$ cat src/include/sensorless_load_stall_detect_consts.vh
// constants for the sensorless load measurement and stall detector
// assumes inclusion by bare name from every design file of the block
`ifndef SENSORLESS_LOAD_STALL_DETECT_CONSTS_VH
`define SENSORLESS_LOAD_STALL_DETECT_CONSTS_VH

// register addresses on the plain configuration port
`define SLSD_ADDR_CTRL 3'h0
`define SLSD_ADDR_LOWER_VEL 3'h1
`define SLSD_ADDR_UPPER_VEL 3'h2
`define SLSD_ADDR_STATUS 3'h3
`define SLSD_ADDR_INTERVAL 3'h4

// control register fields
`define SLSD_CTRL_THR_LSB 0
`define SLSD_CTRL_THR_MSB 6
`define SLSD_CTRL_FILT_BIT 8
`define SLSD_CTRL_DIAG_ZERO_BIT 9
`define SLSD_CTRL_DIAG_ONE_BIT 10

// status register fields
`define SLSD_STAT_LOAD_LSB 0
`define SLSD_STAT_LOAD_MSB 9
`define SLSD_STAT_STALL_BIT 16

// reset values
`define SLSD_RST_THR 7'h00
`define SLSD_RST_FILT 1'b0
`define SLSD_RST_DIAG 1'b0
`define SLSD_RST_VEL 20'h00000
`define SLSD_RST_LOAD 10'h000

// widths and timing
`define SLSD_VEL_W 20
`define SLSD_LOAD_W 10
`define SLSD_LOAD_MAX 10'h3FF
`define SLSD_INTERVAL_MAX 20'hFFFFF
`define SLSD_THR_SHIFT 3
`define SLSD_TICK_DIV 16
`define SLSD_FILT_LEN 4

`endif

$ cat src/load_filter.v
// optional four-sample mean of the threshold-offset load measurement
// assumes sample_i is a one-cycle pulse on the block clock
`timescale 1ns/100ps
`default_nettype none
`include "sensorless_load_stall_detect_consts.vh"

module load_filter #(
   parameter LOAD_W = `SLSD_LOAD_W
) (
   input wire clk_i, // block clock
   input wire rst_b_i, // async reset, active low
   input wire filt_en_i, // 1: average four samples
   input wire sample_i, // new measurement strobe
   input wire [LOAD_W-1:0] data_i, // measurement value
   output wire valid_o, // result strobe
   output wire [LOAD_W-1:0] data_o // result value
);

   reg [1:0] cnt_ff;
   reg [LOAD_W+1:0] acc_ff;
   reg filt_q_ff;
   wire [LOAD_W+1:0] sum;

   assign sum = acc_ff + {2'b00, data_i};

   // accumulate four samples; a mode change restarts the group
   always @(posedge clk_i or negedge rst_b_i) begin
      if (!rst_b_i) begin
         cnt_ff <= 2'h0;
         acc_ff <= {(LOAD_W+2){1'b0}};
         filt_q_ff <= 1'b0;
      end else begin
         filt_q_ff <= filt_en_i;
         if (filt_q_ff != filt_en_i || !filt_en_i) begin
            cnt_ff <= 2'h0;
            acc_ff <= {(LOAD_W+2){1'b0}};
         end else if (sample_i) begin
            cnt_ff <= cnt_ff + 2'h1;
            acc_ff <= (cnt_ff == 2'h3) ? {(LOAD_W+2){1'b0}} : sum;
         end
      end
   end

   // unfiltered: every sample; filtered: one per four full steps
   assign valid_o = sample_i && (!filt_en_i ||
                    (filt_q_ff == filt_en_i && cnt_ff == 2'h3));
   assign data_o = filt_en_i ? sum[LOAD_W+1:2] : data_i;

endmodule // load_filter
`default_nettype wire

$ cat src/sensorless_load_stall_detect.v
// sensorless load measurement and stall detection for a stepper driver
// assumes full-step strobe and raw load value come from on-chip logic on CLK_I
//
// Chosen here: the plain strobed port and the placing of the registers.
`timescale 1ns/100ps
`default_nettype none
`include "sensorless_load_stall_detect_consts.vh"

module sensorless_load_stall_detect #(
   parameter TICK_DIV = `SLSD_TICK_DIV,
   parameter VEL_W = `SLSD_VEL_W,
   parameter LOAD_W = `SLSD_LOAD_W
) (
   input wire CLK_I, // 200 MHz block clock
   input wire RST_B_I, // async reset, active low
   input wire [2:0] REG_ADDR_I, // register address
   input wire [31:0] REG_WDATA_I, // write data
   input wire REG_WR_I, // write strobe
   input wire REG_RD_I, // read strobe
   output wire [31:0] REG_RDATA_O, // read data, cycle after strobe
   input wire FULLSTEP_I, // one pulse per full step
   input wire [LOAD_W-1:0] RAW_LOAD_I, // raw load sample at full step
   output wire DIAG_OUT_ZERO_O, // diagnostic output zero
   output wire DIAG_OUT_ONE_O, // diagnostic output one
   output wire [LOAD_W-1:0] LOAD_RESULT_O, // current load result
   output wire STALL_O // stall indication
);

   // configuration registers
   reg [6:0] stall_threshold_ff;
   reg filt_en_ff;
   reg diag_zero_en_ff;
   reg diag_one_en_ff;
   reg [VEL_W-1:0] lower_velocity_limit_ff;
   reg [VEL_W-1:0] upper_velocity_limit_ff;

   // state
   reg [LOAD_W-1:0] load_result_ff;
   reg stall_ff;
   reg diag_zero_ff;
   reg diag_one_ff;
   reg [31:0] rdata_ff;
   reg [31:0] nxt_rdata;
   reg nxt_stall;

   wire [VEL_W-1:0] step_interval_measure;
   wire [LOAD_W-1:0] comp_load;
   wire filt_valid;
   wire [LOAD_W-1:0] filt_data;
   wire in_window;
   wire slow_side;
   wire fast_side;

   // shift the raw sample by the signed threshold and clamp to range
   function [LOAD_W-1:0] apply_threshold;
      input [LOAD_W-1:0] raw;
      input [6:0] thr;
      reg [LOAD_W+1:0] ext;
      reg [LOAD_W+1:0] off;
      reg [LOAD_W+1:0] tot;
      begin
         ext = {2'b00, raw};
         off = {{(LOAD_W+2-7){thr[6]}}, thr} << `SLSD_THR_SHIFT;
         tot = ext + off;
         if (tot[LOAD_W+1]) begin
            apply_threshold = {LOAD_W{1'b0}}; // below zero clamps at zero load
         end else if (tot[LOAD_W]) begin
            apply_threshold = {LOAD_W{1'b1}};
         end else begin
            apply_threshold = tot[LOAD_W-1:0];
         end
      end
   endfunction

   // threshold offset: higher setting lifts the result, needs more torque
   assign comp_load = apply_threshold(RAW_LOAD_I, stall_threshold_ff);

   step_interval_meter #(
      .TICK_DIV(TICK_DIV),
      .VEL_W(VEL_W)
   ) u_interval (
      .clk_i(CLK_I),
      .rst_b_i(RST_B_I),
      .fullstep_i(FULLSTEP_I),
      .interval_o(step_interval_measure)
   );

   load_filter #(
      .LOAD_W(LOAD_W)
   ) u_filter (
      .clk_i(CLK_I),
      .rst_b_i(RST_B_I),
      .filt_en_i(filt_en_ff),
      .sample_i(FULLSTEP_I),
      .data_i(comp_load),
      .valid_o(filt_valid),
      .data_o(filt_data)
   );

   // interval is inverse velocity: long interval means slow motor
   assign slow_side = (step_interval_measure > lower_velocity_limit_ff);
   assign fast_side = (step_interval_measure < upper_velocity_limit_ff);
   // reset limits of zero keep detection off until software sets a window
   assign in_window = !slow_side && !fast_side;

   // register writes
   always @(posedge CLK_I or negedge RST_B_I) begin
      if (!RST_B_I) begin
         stall_threshold_ff <= `SLSD_RST_THR;
         filt_en_ff <= `SLSD_RST_FILT;
         diag_zero_en_ff <= `SLSD_RST_DIAG;
         diag_one_en_ff <= `SLSD_RST_DIAG;
         lower_velocity_limit_ff <= `SLSD_RST_VEL;
         upper_velocity_limit_ff <= `SLSD_RST_VEL;
      end else if (REG_WR_I) begin
         case (REG_ADDR_I)
            `SLSD_ADDR_CTRL: begin
               stall_threshold_ff <= REG_WDATA_I[`SLSD_CTRL_THR_MSB:`SLSD_CTRL_THR_LSB];
               filt_en_ff <= REG_WDATA_I[`SLSD_CTRL_FILT_BIT];
               diag_zero_en_ff <= REG_WDATA_I[`SLSD_CTRL_DIAG_ZERO_BIT];
               diag_one_en_ff <= REG_WDATA_I[`SLSD_CTRL_DIAG_ONE_BIT];
            end
            `SLSD_ADDR_LOWER_VEL: begin
               lower_velocity_limit_ff <= REG_WDATA_I[VEL_W-1:0];
            end
            `SLSD_ADDR_UPPER_VEL: begin
               upper_velocity_limit_ff <= REG_WDATA_I[VEL_W-1:0];
            end
            default: begin
               lower_velocity_limit_ff <= lower_velocity_limit_ff;
            end
         endcase
      end
   end

   // stall decision; zero result inside the window raises it
   always @* begin
      nxt_stall = stall_ff;
      if (!in_window) begin
         nxt_stall = 1'b0;
      end else if (filt_valid) begin
         nxt_stall = (filt_data == {LOAD_W{1'b0}});
      end
   end

   // result, stall and diagnostic pins all move on one edge
   always @(posedge CLK_I or negedge RST_B_I) begin
      if (!RST_B_I) begin
         load_result_ff <= `SLSD_RST_LOAD;
         stall_ff <= 1'b0;
         diag_zero_ff <= 1'b0;
         diag_one_ff <= 1'b0;
      end else begin
         if (filt_valid) begin
            load_result_ff <= filt_data;
         end
         stall_ff <= nxt_stall;
         diag_zero_ff <= nxt_stall && diag_zero_en_ff;
         diag_one_ff <= nxt_stall && diag_one_en_ff;
      end
   end

   // read mux; data stands only in the cycle after the strobe
   always @* begin
      nxt_rdata = 32'h00000000;
      if (REG_RD_I) begin
         case (REG_ADDR_I)
            `SLSD_ADDR_CTRL: begin
               nxt_rdata[`SLSD_CTRL_THR_MSB:`SLSD_CTRL_THR_LSB] = stall_threshold_ff;
               nxt_rdata[`SLSD_CTRL_FILT_BIT] = filt_en_ff;
               nxt_rdata[`SLSD_CTRL_DIAG_ZERO_BIT] = diag_zero_en_ff;
               nxt_rdata[`SLSD_CTRL_DIAG_ONE_BIT] = diag_one_en_ff;
            end
            `SLSD_ADDR_LOWER_VEL: begin
               nxt_rdata[VEL_W-1:0] = lower_velocity_limit_ff;
            end
            `SLSD_ADDR_UPPER_VEL: begin
               nxt_rdata[VEL_W-1:0] = upper_velocity_limit_ff;
            end
            `SLSD_ADDR_STATUS: begin
               nxt_rdata[`SLSD_STAT_LOAD_MSB:`SLSD_STAT_LOAD_LSB] = load_result_ff;
               nxt_rdata[`SLSD_STAT_STALL_BIT] = stall_ff;
            end
            `SLSD_ADDR_INTERVAL: begin
               nxt_rdata[VEL_W-1:0] = step_interval_measure;
            end
            default: begin
               nxt_rdata = 32'h00000000; // unmapped reads as zero
            end
         endcase
      end
   end

   always @(posedge CLK_I or negedge RST_B_I) begin
      if (!RST_B_I) begin
         rdata_ff <= 32'h00000000;
      end else begin
         rdata_ff <= nxt_rdata;
      end
   end

   assign REG_RDATA_O = rdata_ff;
   assign LOAD_RESULT_O = load_result_ff;
   assign STALL_O = stall_ff;
   assign DIAG_OUT_ZERO_O = diag_zero_ff;
   assign DIAG_OUT_ONE_O = diag_one_ff;

endmodule // sensorless_load_stall_detect
`default_nettype wire

$ cat src/step_interval_meter.v
// step interval meter: time between full steps in divider ticks
// assumes fullstep_i is a one-cycle pulse from logic on the same clock
`timescale 1ns/100ps
`default_nettype none
`include "sensorless_load_stall_detect_consts.vh"

module step_interval_meter #(
   parameter TICK_DIV = `SLSD_TICK_DIV,
   parameter VEL_W = `SLSD_VEL_W
) (
   input wire clk_i, // block clock
   input wire rst_b_i, // async reset, active low
   input wire fullstep_i, // one pulse per full step
   output wire [VEL_W-1:0] interval_o // ticks per full step
);

   reg [7:0] div_ff;
   reg tick_ff;
   reg [VEL_W-1:0] run_ff;
   reg [VEL_W-1:0] last_ff;
   wire [VEL_W-1:0] all_ones;

   assign all_ones = {VEL_W{1'b1}};

   // divider gives a one-cycle tick enable, keeps the counter narrow
   always @(posedge clk_i or negedge rst_b_i) begin
      if (!rst_b_i) begin
         div_ff <= 8'h00;
         tick_ff <= 1'b0;
      end else if (div_ff == TICK_DIV[7:0] - 8'h01) begin
         div_ff <= 8'h00;
         tick_ff <= 1'b1;
      end else begin
         div_ff <= div_ff + 8'h01;
         tick_ff <= 1'b0;
      end
   end

   // running count latched on every full step, saturates when stopped
   always @(posedge clk_i or negedge rst_b_i) begin
      if (!rst_b_i) begin
         run_ff <= {VEL_W{1'b0}};
         last_ff <= {VEL_W{1'b1}};
      end else if (fullstep_i) begin
         last_ff <= run_ff;
         run_ff <= {VEL_W{1'b0}};
      end else if (tick_ff && run_ff != all_ones) begin
         run_ff <= run_ff + {{(VEL_W-1){1'b0}}, 1'b1};
      end
   end

   // a slowing motor shows its longer running count before the next step
   assign interval_o = (run_ff > last_ff) ? run_ff : last_ff;

endmodule // step_interval_meter
`default_nettype wire

$ cat config.mk
export PLATFORM = sky130hd
export DESIGN_NAME = sensorless_load_stall_detect
export DESIGN_NICKNAME = d
export VERILOG_FILES = /design/src/load_filter.v /design/src/sensorless_load_stall_detect.v /design/src/step_interval_meter.v
export VERILOG_INCLUDE_DIRS = /design/src /design/src/include
export SDC_FILE = /design/constraint.sdc
export NUM_CORES = 1
export LEC_CHECK = 0
export BUFFER_PORTS_ARGS = -buffer_cell sky130_fd_sc_hd__buf_2
export CAP_MARGIN = 25
export CORE_ASPECT_RATIO = 1.75
export CORE_MARGIN = 2
export CORE_UTILIZATION = 29
export DETAILED_ROUTE_END_ITERATION = 10
export MAX_ROUTING_LAYER = met4
export PLACE_DENSITY = 0.57
export SLEW_MARGIN = 15
export SYNTH_ARGS = -nofsm -noshare
export SYNTH_HDL_FRONTEND = slang
export SYNTH_SLANG_ARGS = --single-unit
$ cat constraint.sdc
create_clock -name CLK_I -period 4.9 [get_ports CLK_I]
set_input_delay 0.245 -clock CLK_I [delete_from_list [all_inputs] [get_ports CLK_I]]
set_output_delay 0.245 -clock CLK_I [all_outputs]
set_load 0.1 [all_outputs]
-- Word-level counts from Yosys, hierarchy flattened
Cells that the tools add are included.
- bits of input ports: 50
- output and inout bits: 45
- bits in registers: 159
- reduce and logical (&&, ||, !) cells: 18
- order comparisons: 3
- add/sub/neg operators: 5
- eq/ne operators: 9
- mux-type cells: 23
- operators by type and width (cell ; count):
    2-to-1 mux 20 bit ; 4
    > comparator 20 bit ; 2
    2-to-1 mux 12 bit ; 3
    case mux 7 bit (5 select lines) ; 1
    2-to-1 mux 10 bit ; 3
    adder 20 x 1 -> 20 bit (second input constant) ; 1
    < comparator 20 bit ; 1
    inequality test 20 bit (second input constant) ; 1
    case mux 5 bit (3 select lines) ; 1
    adder 11 x 10 -> 12 bit ; 1
    adder 12 x 10 -> 12 bit ; 1
    case mux 1 bit (4 select lines) ; 3
    zero test 10 bit ; 1
    case mux 2 bit (5 select lines) ; 1
    case mux 3 bit (3 select lines) ; 1
    adder 8 x 1 -> 8 bit (second input constant) ; 1
    == test 8 x 4 -> 1 bit (second input constant) ; 1
    2-to-1 mux 8 bit ; 1
    == test 3 x 2 -> 1 bit (second input constant) ; 2
    logical AND 1 bit ; 6
    AND reduction 2 bit ; 3
    2-to-1 mux 2 bit ; 2
    nonzero test 2 bit ; 2
    == test 3 x 1 -> 1 bit (second input constant) ; 1
    other kinds (9) ; 14

-- Longest topological paths before layout
Gate-level depths: netlist of run 1.
- depth after elaboration: 9
- depth in mapped cells: 18
- depth with buffers taken out: 17

-- Modules after synthesis
A second synthesis of run 1 with hierarchy kept.
- cells, all modules: 1082
- area, all modules: 9708.1 um2
- modules (own cells, without submodules) (module ; cells each ; times used ; area each (um2)):
    sensorless_load_stall_detect ; 539 ; 1 ; 4989.8
    step_interval_meter ; 399 ; 1 ; 3438.3
    load_filter ; 144 ; 1 ; 1280.0

-- Least setup slack after synthesis of run 1
No wires, ideal clock.
- path type: reg2reg
- start point: register u_interval.last_ff[18]
- end point: register diag_one_ff, in the netlist DIAG_OUT_ONE_O
- buffers on the path: 1
- data arrival time: 4295 ps
- path slack: 517 ps
- stages on the path, launching flop included: 19
- data required time: 4812 ps
- cell sequence: dfstp_2 > inv_1 > ha_1 > nand4_1 > or4_4 > a21oi_1 > a2111oi_1 > o2bb2ai_2 > buf_6 > mux2_4 > ha_1 > a21oi_1 > o21ai_0 > or4_1 > nor4_1 > o21ai_0 > nor4_1 > a31oi_1 > nor3b_1
- longest elaborated chain between the ends: 7
- elaborated cells between the ends (all ways): 9
- ends and longest elaborated chain (item ; RTL line ; text):
    from (decl) ; step_interval_meter.v:20 ; reg [VEL_W-1:0] last_ff;
    from (signal assigned) ; step_interval_meter.v:43 ; last_ff <= {VEL_W{1'b1}};
    from (signal assigned) ; step_interval_meter.v:45 ; last_ff <= run_ff;
    > comparator 20 bit ; step_interval_meter.v:53 ; assign interval_o = (run_ff > last_ff) ? run_ff : last_ff;
    2-to-1 mux 20 bit * ; step_interval_meter.v:53 ;
    > comparator 20 bit or < comparator 20 bit (tied branches) ; sensorless_load_stall_detect.v:101, sensorless_load_stall_detect.v:102 ;
    zero test 1 bit ; sensorless_load_stall_detect.v:104 ; assign in_window = !slow_side && !fast_side;
    logical AND 1 bit * ; sensorless_load_stall_detect.v:104 ;
    2-to-1 mux 1 bit * ; sensorless_load_stall_detect.v:139 ; if (!in_window) begin
    logical AND 1 bit * ; sensorless_load_stall_detect.v:159 ; diag_one_ff <= nxt_stall && diag_one_en_ff;
    to (signal assigned) ; sensorless_load_stall_detect.v:159 ;
    to (decl) ; sensorless_load_stall_detect.v:41 ; reg diag_one_ff;
Every way passes the cells marked *; elsewhere a longest branch is shown, timed or not.
A chain may end at the register's enable or synchronous reset.

-- Worst setup path in the final report of run 1
- start point: register u_interval.last_ff[15]
- end point: register diag_zero_ff, in the netlist DIAG_OUT_ZERO_O
- longest elaborated chain between the ends: 7
- elaborated cells between the ends (all ways): 9
- ends and longest elaborated chain (item ; RTL line ; text):
    > comparator 20 bit ; step_interval_meter.v:53 ;
    2-to-1 mux 20 bit * ; step_interval_meter.v:53 ;
    > comparator 20 bit or < comparator 20 bit (tied branches) ; sensorless_load_stall_detect.v:101, sensorless_load_stall_detect.v:102 ;
    zero test 1 bit ; sensorless_load_stall_detect.v:104 ;
    logical AND 1 bit * ; sensorless_load_stall_detect.v:104 ;
    2-to-1 mux 1 bit * ; sensorless_load_stall_detect.v:139 ;
    logical AND 1 bit * ; sensorless_load_stall_detect.v:158 ; diag_zero_ff <= nxt_stall && diag_zero_en_ff;
    to (signal assigned) ; sensorless_load_stall_detect.v:158 ;
    to (decl) ; sensorless_load_stall_detect.v:40 ; reg diag_zero_ff;
Marked as above.

==> flow_summary.toml, run 1 <==
[clocking]
cts_made_buffers = 17
h-tree-depth = 4
cts_tree = "done"
clock_latency_ns = 0.43
cts.sinks = 147
clkTransAtPathRegs_ns = 0.07
cts_root_buffer = "clkbuf_16"
clockBufferDepth = 2

[routing]
wl_mm = 26.2
drt-initial-drc-count = 409
avgRoutedWirePerCell_um = 17.3
drc = 0
num_vias = 7618
viasPerCell = 5.03
antenna_left = 0
first_pass_iters = 5

[floorplan]
die_area_mm2 = 0.0334
fp.dieW_um = 139
io_pins = 95
start_util_pct = 29.4
design.core.area_mm2 = 0.0314
die_h_um = 240
rows = 86

[synth]
synth_area_leaders = "dfrtp_1, ha_1, dfstp_2, nand2_1, o21ai_0"
synth_edf_count = 0
synth-seq-cells = 147
synth_cell_types = 61
synth_most_common_cell = "nand2_1"
synthXorXnorAreaFrac_pct = 3.41
synth_simple_gate_area_share_pct = 16.2
yosys_warnings = 0
synthAdderAreaFrac_pct = 11.4
syn_avg_cell_area_um2 = 9.15
postSynth.asyncResetShare_pct = 100
ys_seq_area_share_pct = 40.1
netlist_area_mm2 = 0.00924
synthTopCellsByCount = "nand2_1, dfrtp_1, o21ai_0, ha_1, inv_1"
yosysTopAreaCell = "dfrtp_1"
muxShareOfSynthArea_pct = 7.30
synth_top_family_by_area = "simple AND/OR/NAND/NOR gates"
synthFlopType = "dfrtp_1"
postSynthCellCount = 1010
synth_compound_area_share_pct = 15.7
netlist.area_leader.share_pct = 34.4

[global_route]
grt_overflow = 0
grt_pass1_wl_mm = 41.6
antenna_found_initial = 0
grt_max_degree = 104
track_usage_pct = 16.4
grt_pass1_vias = 7692

[cells_and_area]
n_fill_cell = 3229
syn_to_final_growth_pct = 18.6
diodes = 0
final_nets = 1240
final_util_pct = 34.9
drive_above_1_share_pct = 20.4

[critical_path]
critPathMaxFanout = 8
path_class = "reg2reg"
cp.required_ns = 5.25
crit_path_end_kind = "flip-flop"
reg2reg_from = "u_interval.last_ff[15]$_DFFE_PN1P_"
critical_path.startpoint = "u_interval.last_ff[15]$_DFFE_PN1P_"
arrival_ns = 5.00
cp-start-kind = "flip-flop"

[power]
total_leakage_power_nw = 5.13
power_mw = 4.41
peakVddDrop_mv = 0.486
powerDensity_mw_per_mm2 = 403

[sta]
slew_headroom_pct = 39.3
setup_viol = 0
fin_worst_skew_ns = 0.00779
tightest_slew_ns = 0.905
min_period_over_period_pct = 95.0
fin_ws_ns = 0.247
rsz0062_at_grt = "false"
setup_tns_ns = 0
drv_slew = 0
min_period_ns = 4.65
hold_viol = 0
fmax_mhz = 215

[placement]
io_buffers = 70
dp_slack_ns = -0.115
dp_hpwl_mm = 19.8
place.gp.congestion = 0.888

[outcome]
status = "finished clean"

[worst_hold_path]
hold_class = "in2reg"
min_from = "REG_WDATA_I[14]"

[job]
maxCapViolCount = 0
[metrics by stage]
stage               std cells  hold slack, ns  cell area [µm²]
floorplan                1021         -0.0506             9280
global placement         1480           0.425            10200
detailed placement       1480           0.441            10200
CTS                      1513          0.0331            10900
global route             1516          0.0441            11000
finish                   1516          0.0496            11000
[cell type report]
cell class,instances,area [µm²],share of cell area (%)
Clock buffer,17,425,3.88
Clock inverter,15,183,1.67
Inverter,80,300,2.74
Multi-Input combinational cell,746,5140,46.9
Sequential cell,147,3700,33.8
Tap cell,396,495,4.52
Timing Repair Buffer,115,717,6.54
[layout by cell type, fill, tap and decap left out, drive strengths merged, types with 10 or more instances in the layout]
master and instances:
ha 81, xnor2 12, buf 114, mux2 30, nand2b 19, nand4 14
o21ai 95, inv 81, a21oi 57, nor3 12, nor2 69, nor2b 17
nand3 27, conb 12, nand2 133, a21boi 11, clkbuf 17, dfrtp 127
mux2i 10, xor2 24, dfstp 20, a21o 13
[timing repair]
| action | in CTS | in global routing |
|---|---|---|
| hold buffers | 1 | 0 |
| resized for setup | 4 | 14 |
| pin swaps | 1 | 6 |
| endpoints found under the setup margin | 3 | 4 |
| buffers inserted | 0 | 2 |
| hold endpoints to repair | 45 | 0 |
[logic make-up after synthesis]
kind of cell,Yosys count
xor gates and xnor gates,36
muxes,49
other,1
buffers and inverters,128
and+or+nand+nor,325
AOI/OAI and AO/OA,241
adders and majority gates,83
DFF,147
[sequential cells by signal (all words and copies together), names as in the netlist]
name	count
REG_RDATA_O	20
u_interval.last_ff	20
filt_en_ff	1
u_interval.tick_ff	1
u_filter.filt_q_ff	1
diag_one_en_ff	1
LOAD_RESULT_O	10
u_interval.run_ff	20
u_filter.acc_ff	12
diag_zero_en_ff	1
DIAG_OUT_ONE_O	1
u_filter.cnt_ff	2
lower_velocity_limit_ff	20
upper_velocity_limit_ff	20
DIAG_OUT_ZERO_O	1
u_interval.div_ff	8
STALL_O	1
stall_threshold_ff	7
[where the power goes]
group / switching, mW / internal (mW)
logic: 1.07 / 0.483
registers: 0.135 / 1.36
clock network: 0.554 / 0.804
[metal layers]
layer / part of all wire (%) / up-vias / GRT usage (%)
met1: 37 / 3729 / 16.5
met2: 57 / 148 / 31.6
met3: 2.3 / 47 / 1.81
li1: - / 3694 / -
met5: 0 / - / -
met4: 3.6 / 0 / 7.44
[worst paths after layout]
check / slack (ns) / cells past startpoint / to
setup / recovery: 0.25 / 18 / DIAG_OUT_ZERO_O$_DFF_PN0_
hold reg to reg: 0.46 / 1 / u_interval.div_ff[0]$_DFF_PN0_
setup reg to reg: 0.25 / 18 / DIAG_OUT_ZERO_O$_DFF_PN0_
hold / removal: 0.05 / 3 / lower_velocity_limit_ff[14]$_DFFE_PN0P_
min in group asynchronous: 0.27 / 2 / REG_RDATA_O[8]$_DFF_PN0_
max in group asynchronous: 3.69 / 3 / u_interval.div_ff[4]$_DFF_PN0_
[critical path: stages, from the launching register on]
cell	delay [ns]
dfstp_2	0.53
inv_1	0.05
ha_1	0.31
nand4_1	0.17
or4_4	0.58
a21oi_2	0.16
a2111oi_2	0.08
o2bb2ai_4	0.22
buf_4	0.19
mux2_4	0.32
ha_1	0.30
nand2_1	0.08
nor3_1	0.05
or4_1	0.56
nor4_2	0.21
o21ai_0	0.17
nor4_2	0.18
a31oi_2	0.21
nor3b_1	0.21
(Power assumes the default switching activity.)
==> run 2: changes to the inputs <==
--- a/config.mk
+++ b/config.mk
@@ -12,7 +12,6 @@
 export CORE_MARGIN = 2
 export CORE_UTILIZATION = 29
 export DETAILED_ROUTE_END_ITERATION = 10
-export MAX_ROUTING_LAYER = met4
 export PLACE_DENSITY = 0.57
 export SLEW_MARGIN = 15
 export SYNTH_ARGS = -nofsm -noshare
==> flow_summary.toml, run 2 (synthesized netlist as in run 1, its figures left out) <==
[clocking]
cts.sinks = 147
h-tree-depth = 4
cts_root_buffer = "clkbuf_16"
clkTransAtPathRegs_ns = 0.06
clockBufferDepth = 2
cts_made_buffers = 17
clock_latency_ns = 0.43
cts_tree = "done"

[sta]
rsz0062_at_grt = "false"
min_period_ns = 4.67
setup_viol = 0
slew_headroom_pct = 33.5
hold_viol = 0
fmax_mhz = 214
drv_slew = 0
setup_tns_ns = 0
fin_worst_skew_ns = 0.00919
tightest_slew_ns = 0.994
min_period_over_period_pct = 95.2
whs_ns = 0.0361

[placement]
dp_hpwl_mm = 19.8
io_buffers = 70
place.gp.congestion = 0.876

[routing]
viasPerCell = 5.02
antenna_left = 0
wl_mm = 26.1
drc = 0
first_pass_iters = 5
avgRoutedWirePerCell_um = 17.3
num_vias = 7576
drt-initial-drc-count = 436

[cells_and_area]
drive_above_1_share_pct = 19.6
syn_to_final_growth_pct = 18.0
n_fill_cell = 3235
diodes = 0
final_cell_mix = "nand2_1, dfrtp_1, o21ai_0"
multi_input_comb_area_mm2 = 0.00514
mostFrequentLayoutCell = "nand2_1"
final_nets = 1232
seq_area_mm2 = 0.00370

[global_route]
grt_max_degree = 108
grt_overflow = 0
grt_pass1_vias = 7605
grt_pass1_wl_mm = 41.2
antenna_found_initial = 0
track_usage_pct = 15.7

[outcome]
status = "finished clean"

[power]
peakVddDrop_mv = 0.437
powerDensity_mw_per_mm2 = 403
total_leakage_power_nw = 5.10

[critical_path]
path_class = "reg2reg"
critPathMaxFanout = 7
rr_endpoint = "DIAG_OUT_ONE_O$_DFF_PN0_"
arrival_ns = 5.00
critical_path.startpoint = "u_interval.last_ff[18]$_DFFE_PN1P_"
reg2reg_depth = 18
cp-start-kind = "flip-flop"
reg2reg_from = "u_interval.last_ff[18]$_DFFE_PN1P_"
crit_path_end_kind = "flip-flop"
cp.required_ns = 5.24
cp-endpoint = "DIAG_OUT_ONE_O$_DFF_PN0_"
r2r_slack_ns = 0.23

[worst_hold_path]
hold_class = "in2reg"

[floorplan]
io_pins = 95
rows = 86
start_util_pct = 29.4
die_h_um = 240
design.core.area_mm2 = 0.0314
fp.dieW_um = 139
die_area_mm2 = 0.0334

[job]
maxCapViolCount = 0
==> run 2: changes by cell type in the layout (fill, tap and decap cells not counted), moves of 2 or more <==
cell / change
a211oi_1: +2
clkinv_4: -3
a211oi_2: -2
buf_4: -9
inv_6: +3
==> run 2: worst min-delay path by stage <==
stage	start	endpoint	slack (ns)	cells past startpoint
global placement	u_interval.div_ff[0]$_DFF_PN0_	u_interval.div_ff[0]$_DFF_PN0_	0.44	1
detailed placement	u_interval.div_ff[7]$_DFF_PN0_	u_interval.div_ff[7]$_DFF_PN0_	0.45	1
global route	REG_WDATA_I[14]	lower_velocity_limit_ff[14]$_DFFE_PN0P_	0.05	3
floorplan	RST_B_I	DIAG_OUT_ONE_O$_DFF_PN0_	-0.05	0
CTS	RST_B_I	REG_RDATA_O[4]$_DFF_PN0_	0.005	1
finish	REG_WDATA_I[14]	lower_velocity_limit_ff[14]$_DFFE_PN0P_	0.04	3
==> run 2: where the power goes <==
group          leakage (nW)  switching, mW  internal (mW)
clock network         0.288          0.549          0.807
registers              1.86          0.145           1.36
logic                  2.95           1.07          0.465
==> run 2: cell type report <==
type / instances / area share, %
clock inverters: 14 / 1.61
flip-flops and latches: 147 / 34.0
inverters: 80 / 2.75
clock buffers: 18 / 3.94
well taps: 396 / 4.54
multi-input cells: 746 / 47.1
repair buffers: 107 / 6.06
==> run 2: timing repair <==
action                                 4_1_cts  5_1_grt
setup buffers                                0        1
gates resized for setup                      6       11
setup endpoints to repair                    3        3
hold buffers                                 0        1
pin swaps                                    3        1
endpoints found under the hold margin        0       40
==> run 2: routing by layer <==
layer,share of wire [%],wire length [µm],up-vias,GRT usage (%)
li1,-,-,3678,-
met1,37,9740,3715,16.2
met2,58,15000,137,31.9
met4,3.0,786,0,6.06
met5,0,0,-,0
met3,2.1,553,46,1.69
==> run 2: stage by stage <==
step,total power [mW],cell area (µm²),std cells,setup slack [ns],util (%)
floorplan,2.58,9280,1021,0.517,-
global placement,3.02,10200,1472,-0.0359,32.3
detailed placement,3.04,10200,1473,-0.106,32.4
CTS,4.42,10800,1505,0.0608,34.4
global route,4.63,10900,1508,0.0228,34.7
finish,4.40,10900,1508,0.235,34.7
==> run 2: critical path: stages (launching register included) <==
cell and delay [ns]:
dfstp_2 0.53, inv_1 0.06, ha_1 0.32, nand4_1 0.17
or4_4 0.60, a21oi_1 0.18, a2111oi_2 0.09, o2bb2ai_4 0.21
buf_4 0.19, mux2_4 0.32, ha_1 0.30, nand2_1 0.09
nor3_1 0.06, or4_4 0.52, nor4_4 0.18, o21ai_0 0.15
nor4_2 0.18, a31oi_2 0.20, nor3b_1 0.23
==> run 3: changes to the inputs <==
--- a/config.mk
+++ b/config.mk
@@ -7,12 +7,12 @@
 export NUM_CORES = 1
 export LEC_CHECK = 0
 export BUFFER_PORTS_ARGS = -buffer_cell sky130_fd_sc_hd__buf_2
-export CAP_MARGIN = 25
 export CORE_ASPECT_RATIO = 1.75
 export CORE_MARGIN = 2
 export CORE_UTILIZATION = 29
 export DETAILED_ROUTE_END_ITERATION = 10
 export PLACE_DENSITY = 0.57
+export REMOVE_ABC_BUFFERS = 1
 export SLEW_MARGIN = 15
 export SYNTH_ARGS = -nofsm -noshare
 export SYNTH_HDL_FRONTEND = slang
==> flow_summary.toml, run 3 (synthesized netlist as in run 1, its figures left out) <==
[outcome]
status = "finished clean"

[power]
p_int_mw = 2.70
power_frac_clock_pct = 32.3
switching_share_pct = 39.2
powerDensity_mw_per_mm2 = 406
peakVddDrop_mv = 0.358
p_seq_share_pct = 33.5
combPwrFrac_pct = 34.2
p_sw_mw = 1.74
total_leakage_power_nw = 5.12

[routing]
wl_mm = 26.6
num_vias = 7591
viasPerCell = 5.04
avgRoutedWirePerCell_um = 17.7
first_pass_iters = 5
antenna_left = 0
drc = 0
drt-initial-drc-count = 354

[clocking]
cts_tree = "done"
clkTransAtPathRegs_ns = 0.06
cts.sinks = 147
clock_latency_ns = 0.44
cts_made_buffers = 17
clockBufferDepth = 2
h-tree-depth = 4
cts_root_buffer = "clkbuf_16"

[cells_and_area]
syn_to_final_growth_pct = 18.2
final_nets = 1232
mostFrequentLayoutCell = "nand2_1"
drive_above_1_share_pct = 19.6
diodes = 0
final_cell_mix = "nand2_1, dfrtp_1, o21ai_0"
n_fill_cell = 3238
final_util_pct = 34.8

[sta]
min_period_ns = 4.68
whs_ns = 0.0370
hold_viol = 0
slew_headroom_pct = 42.1
drv_slew = 0
tightest_slew_ns = 0.865
fin_worst_skew_ns = 0.0129
setup_viol = 0
fmax_mhz = 214
fin_ws_ns = 0.224
min_period_over_period_pct = 95.4

[critical_path]
rr_endpoint = "DIAG_OUT_ZERO_O$_DFF_PN0_"
path_class = "reg2reg"
reg2reg_from = "u_interval.last_ff[11]$_DFFE_PN1P_"
crit_path_end_kind = "flip-flop"
r2r_slack_ns = 0.22
cp-start-kind = "flip-flop"
reg2reg_depth = 18
critPathMaxFanout = 9
cp.required_ns = 5.26
arrival_ns = 5.03

[global_route]
grt_pass1_vias = 7863
grt_max_degree = 72
grtUsageMet1_pct = 16.9
grt_busiest_layer = "met2"
grt_pass1_wl_mm = 42.2
use_met2_pct = 31.0
grt_use_met3_pct = 2.77
track_usage_pct = 16.4
antenna_found_initial = 0
grt_overflow = 0

[placement]
place.gp.congestion = 0.888
io_buffers = 70
dp_hpwl_mm = 20.6
dp_slack_ns = -0.112

[worst_hold_path]
min_from = "REG_WDATA_I[13]"
hold_class = "in2reg"
min_to = "upper_velocity_limit_ff[13]$_DFFE_PN0P_"
worstHoldPathCells = 3

[floorplan]
start_util_pct = 29.4
rows = 86
die_area_mm2 = 0.0334
die_h_um = 240
io_pins = 95
fp.dieW_um = 139
design.core.area_mm2 = 0.0314

[job]
maxCapViolCount = 0
[run 3: cell count changes in the layout (fill, tap and decap cells not counted), moves of 2 or more]
| cell | before | now |
|---|---|---|
| a21oi_2 | 0 | 2 |
| a21oi_1 | 57 | 55 |
| bufinv_16 | 3 | 5 |
| o21ai_0 | 92 | 89 |
| clkinv_2 | 2 | 4 |
| inv_6 | 5 | 1 |
| o21ai_1 | 3 | 6 |
[run 3: cell type report]
class	count	area, µm²	area share, %
sequential	147	3700	33.9
tap	396	495	4.53
inverter	80	300	2.75
multi-input combinational	746	5140	47.0
timing repair buffer	107	653	5.98
clock buffer	17	425	3.89
clock inverter	14	211	1.94
[run 3: critical path: stages (launching register included)]
cell	delay, ns
dfstp_2	0.53
inv_1	0.05
ha_1	0.31
nand4_1	0.21
or4_4	0.56
a21oi_2	0.14
a2111oi_2	0.06
o2bb2ai_2	0.14
buf_12	0.15
mux2_4	0.30
ha_1	0.29
a21oi_1	0.14
o21ai_0	0.09
or4_4	0.57
o21ai_1	0.26
o21ai_0	0.16
nor4_2	0.20
a31oi_2	0.20
nor3b_1	0.20
[run 3: timing repair]
| action | CTS | global route |
|---|---|---|
| pin swaps | 0 | 4 |
| hold buffers | 1 | 0 |
| hold endpoints to repair | 60 | 0 |
| gates cloned | 0 | 0 |
| gates resized for setup | 4 | 17 |
| setup endpoints to repair | 3 | 4 |
| setup buffers | 0 | 0 |
[run 3: power by group through the flow]
stage | Clock (mW) | Sequential (mW) | Combinational (mW)
floorplan | 0 | 1.84 | 0.720
global placement | 0 | 1.51 | 1.48
detailed placement | 0 | 1.51 | 1.49
CTS | 1.46 | 1.49 | 1.50
global route | 1.50 | 1.51 | 1.65
finish | 1.44 | 1.49 | 1.52
[run 3: worst max path at each step]
| stage | start | end | slack, ns | cells after the start |
|---|---|---|---|---|
| floorplan | u_interval.last_ff[18]$_DFFE_PN1P_ | DIAG_OUT_ONE_O$_DFF_PN0_ | 0.15 | 15 |
| global placement | u_interval.last_ff[11]$_DFFE_PN1P_ | DIAG_OUT_ZERO_O$_DFF_PN0_ | -0.07 | 18 |
| detailed placement | u_interval.last_ff[11]$_DFFE_PN1P_ | DIAG_OUT_ONE_O$_DFF_PN0_ | -0.11 | 18 |
| CTS | stall_threshold_ff[0]$_DFFE_PN0P_ | DIAG_OUT_ONE_O$_DFF_PN0_ | 0.04 | 17 |
| global route | u_interval.last_ff[11]$_DFFE_PN1P_ | DIAG_OUT_ONE_O$_DFF_PN0_ | -0.02 | 18 |
| finish | u_interval.last_ff[11]$_DFFE_PN1P_ | DIAG_OUT_ZERO_O$_DFF_PN0_ | 0.22 | 18 |
[run 3: routing by layer]
metal | vias up | wire, µm | share of wire [%]
li1 | 3677 | - | -
met1 | 3671 | 10000 | 38
met2 | 173 | 14300 | 54
met3 | 70 | 828 | 3.1
met4 | 0 | 1450 | 5.5
met5 | - | 0 | 0
[run 3: metrics by stage]
step | power (mW) | std cells | setup TNS, ns | instance area, µm²
2_1_floorplan | 2.56 | 973 | 0 | 9040
4_1_cts | 4.45 | 1507 | 0 | 10900
3_3_place_gp | 2.99 | 1475 | -0.138 | 10200
5_1_grt | 4.67 | 1507 | -0.0208 | 10900
3_5_place_dp | 3.00 | 1475 | -0.236 | 10200
6_report | 4.44 | 1507 | 0 | 10900
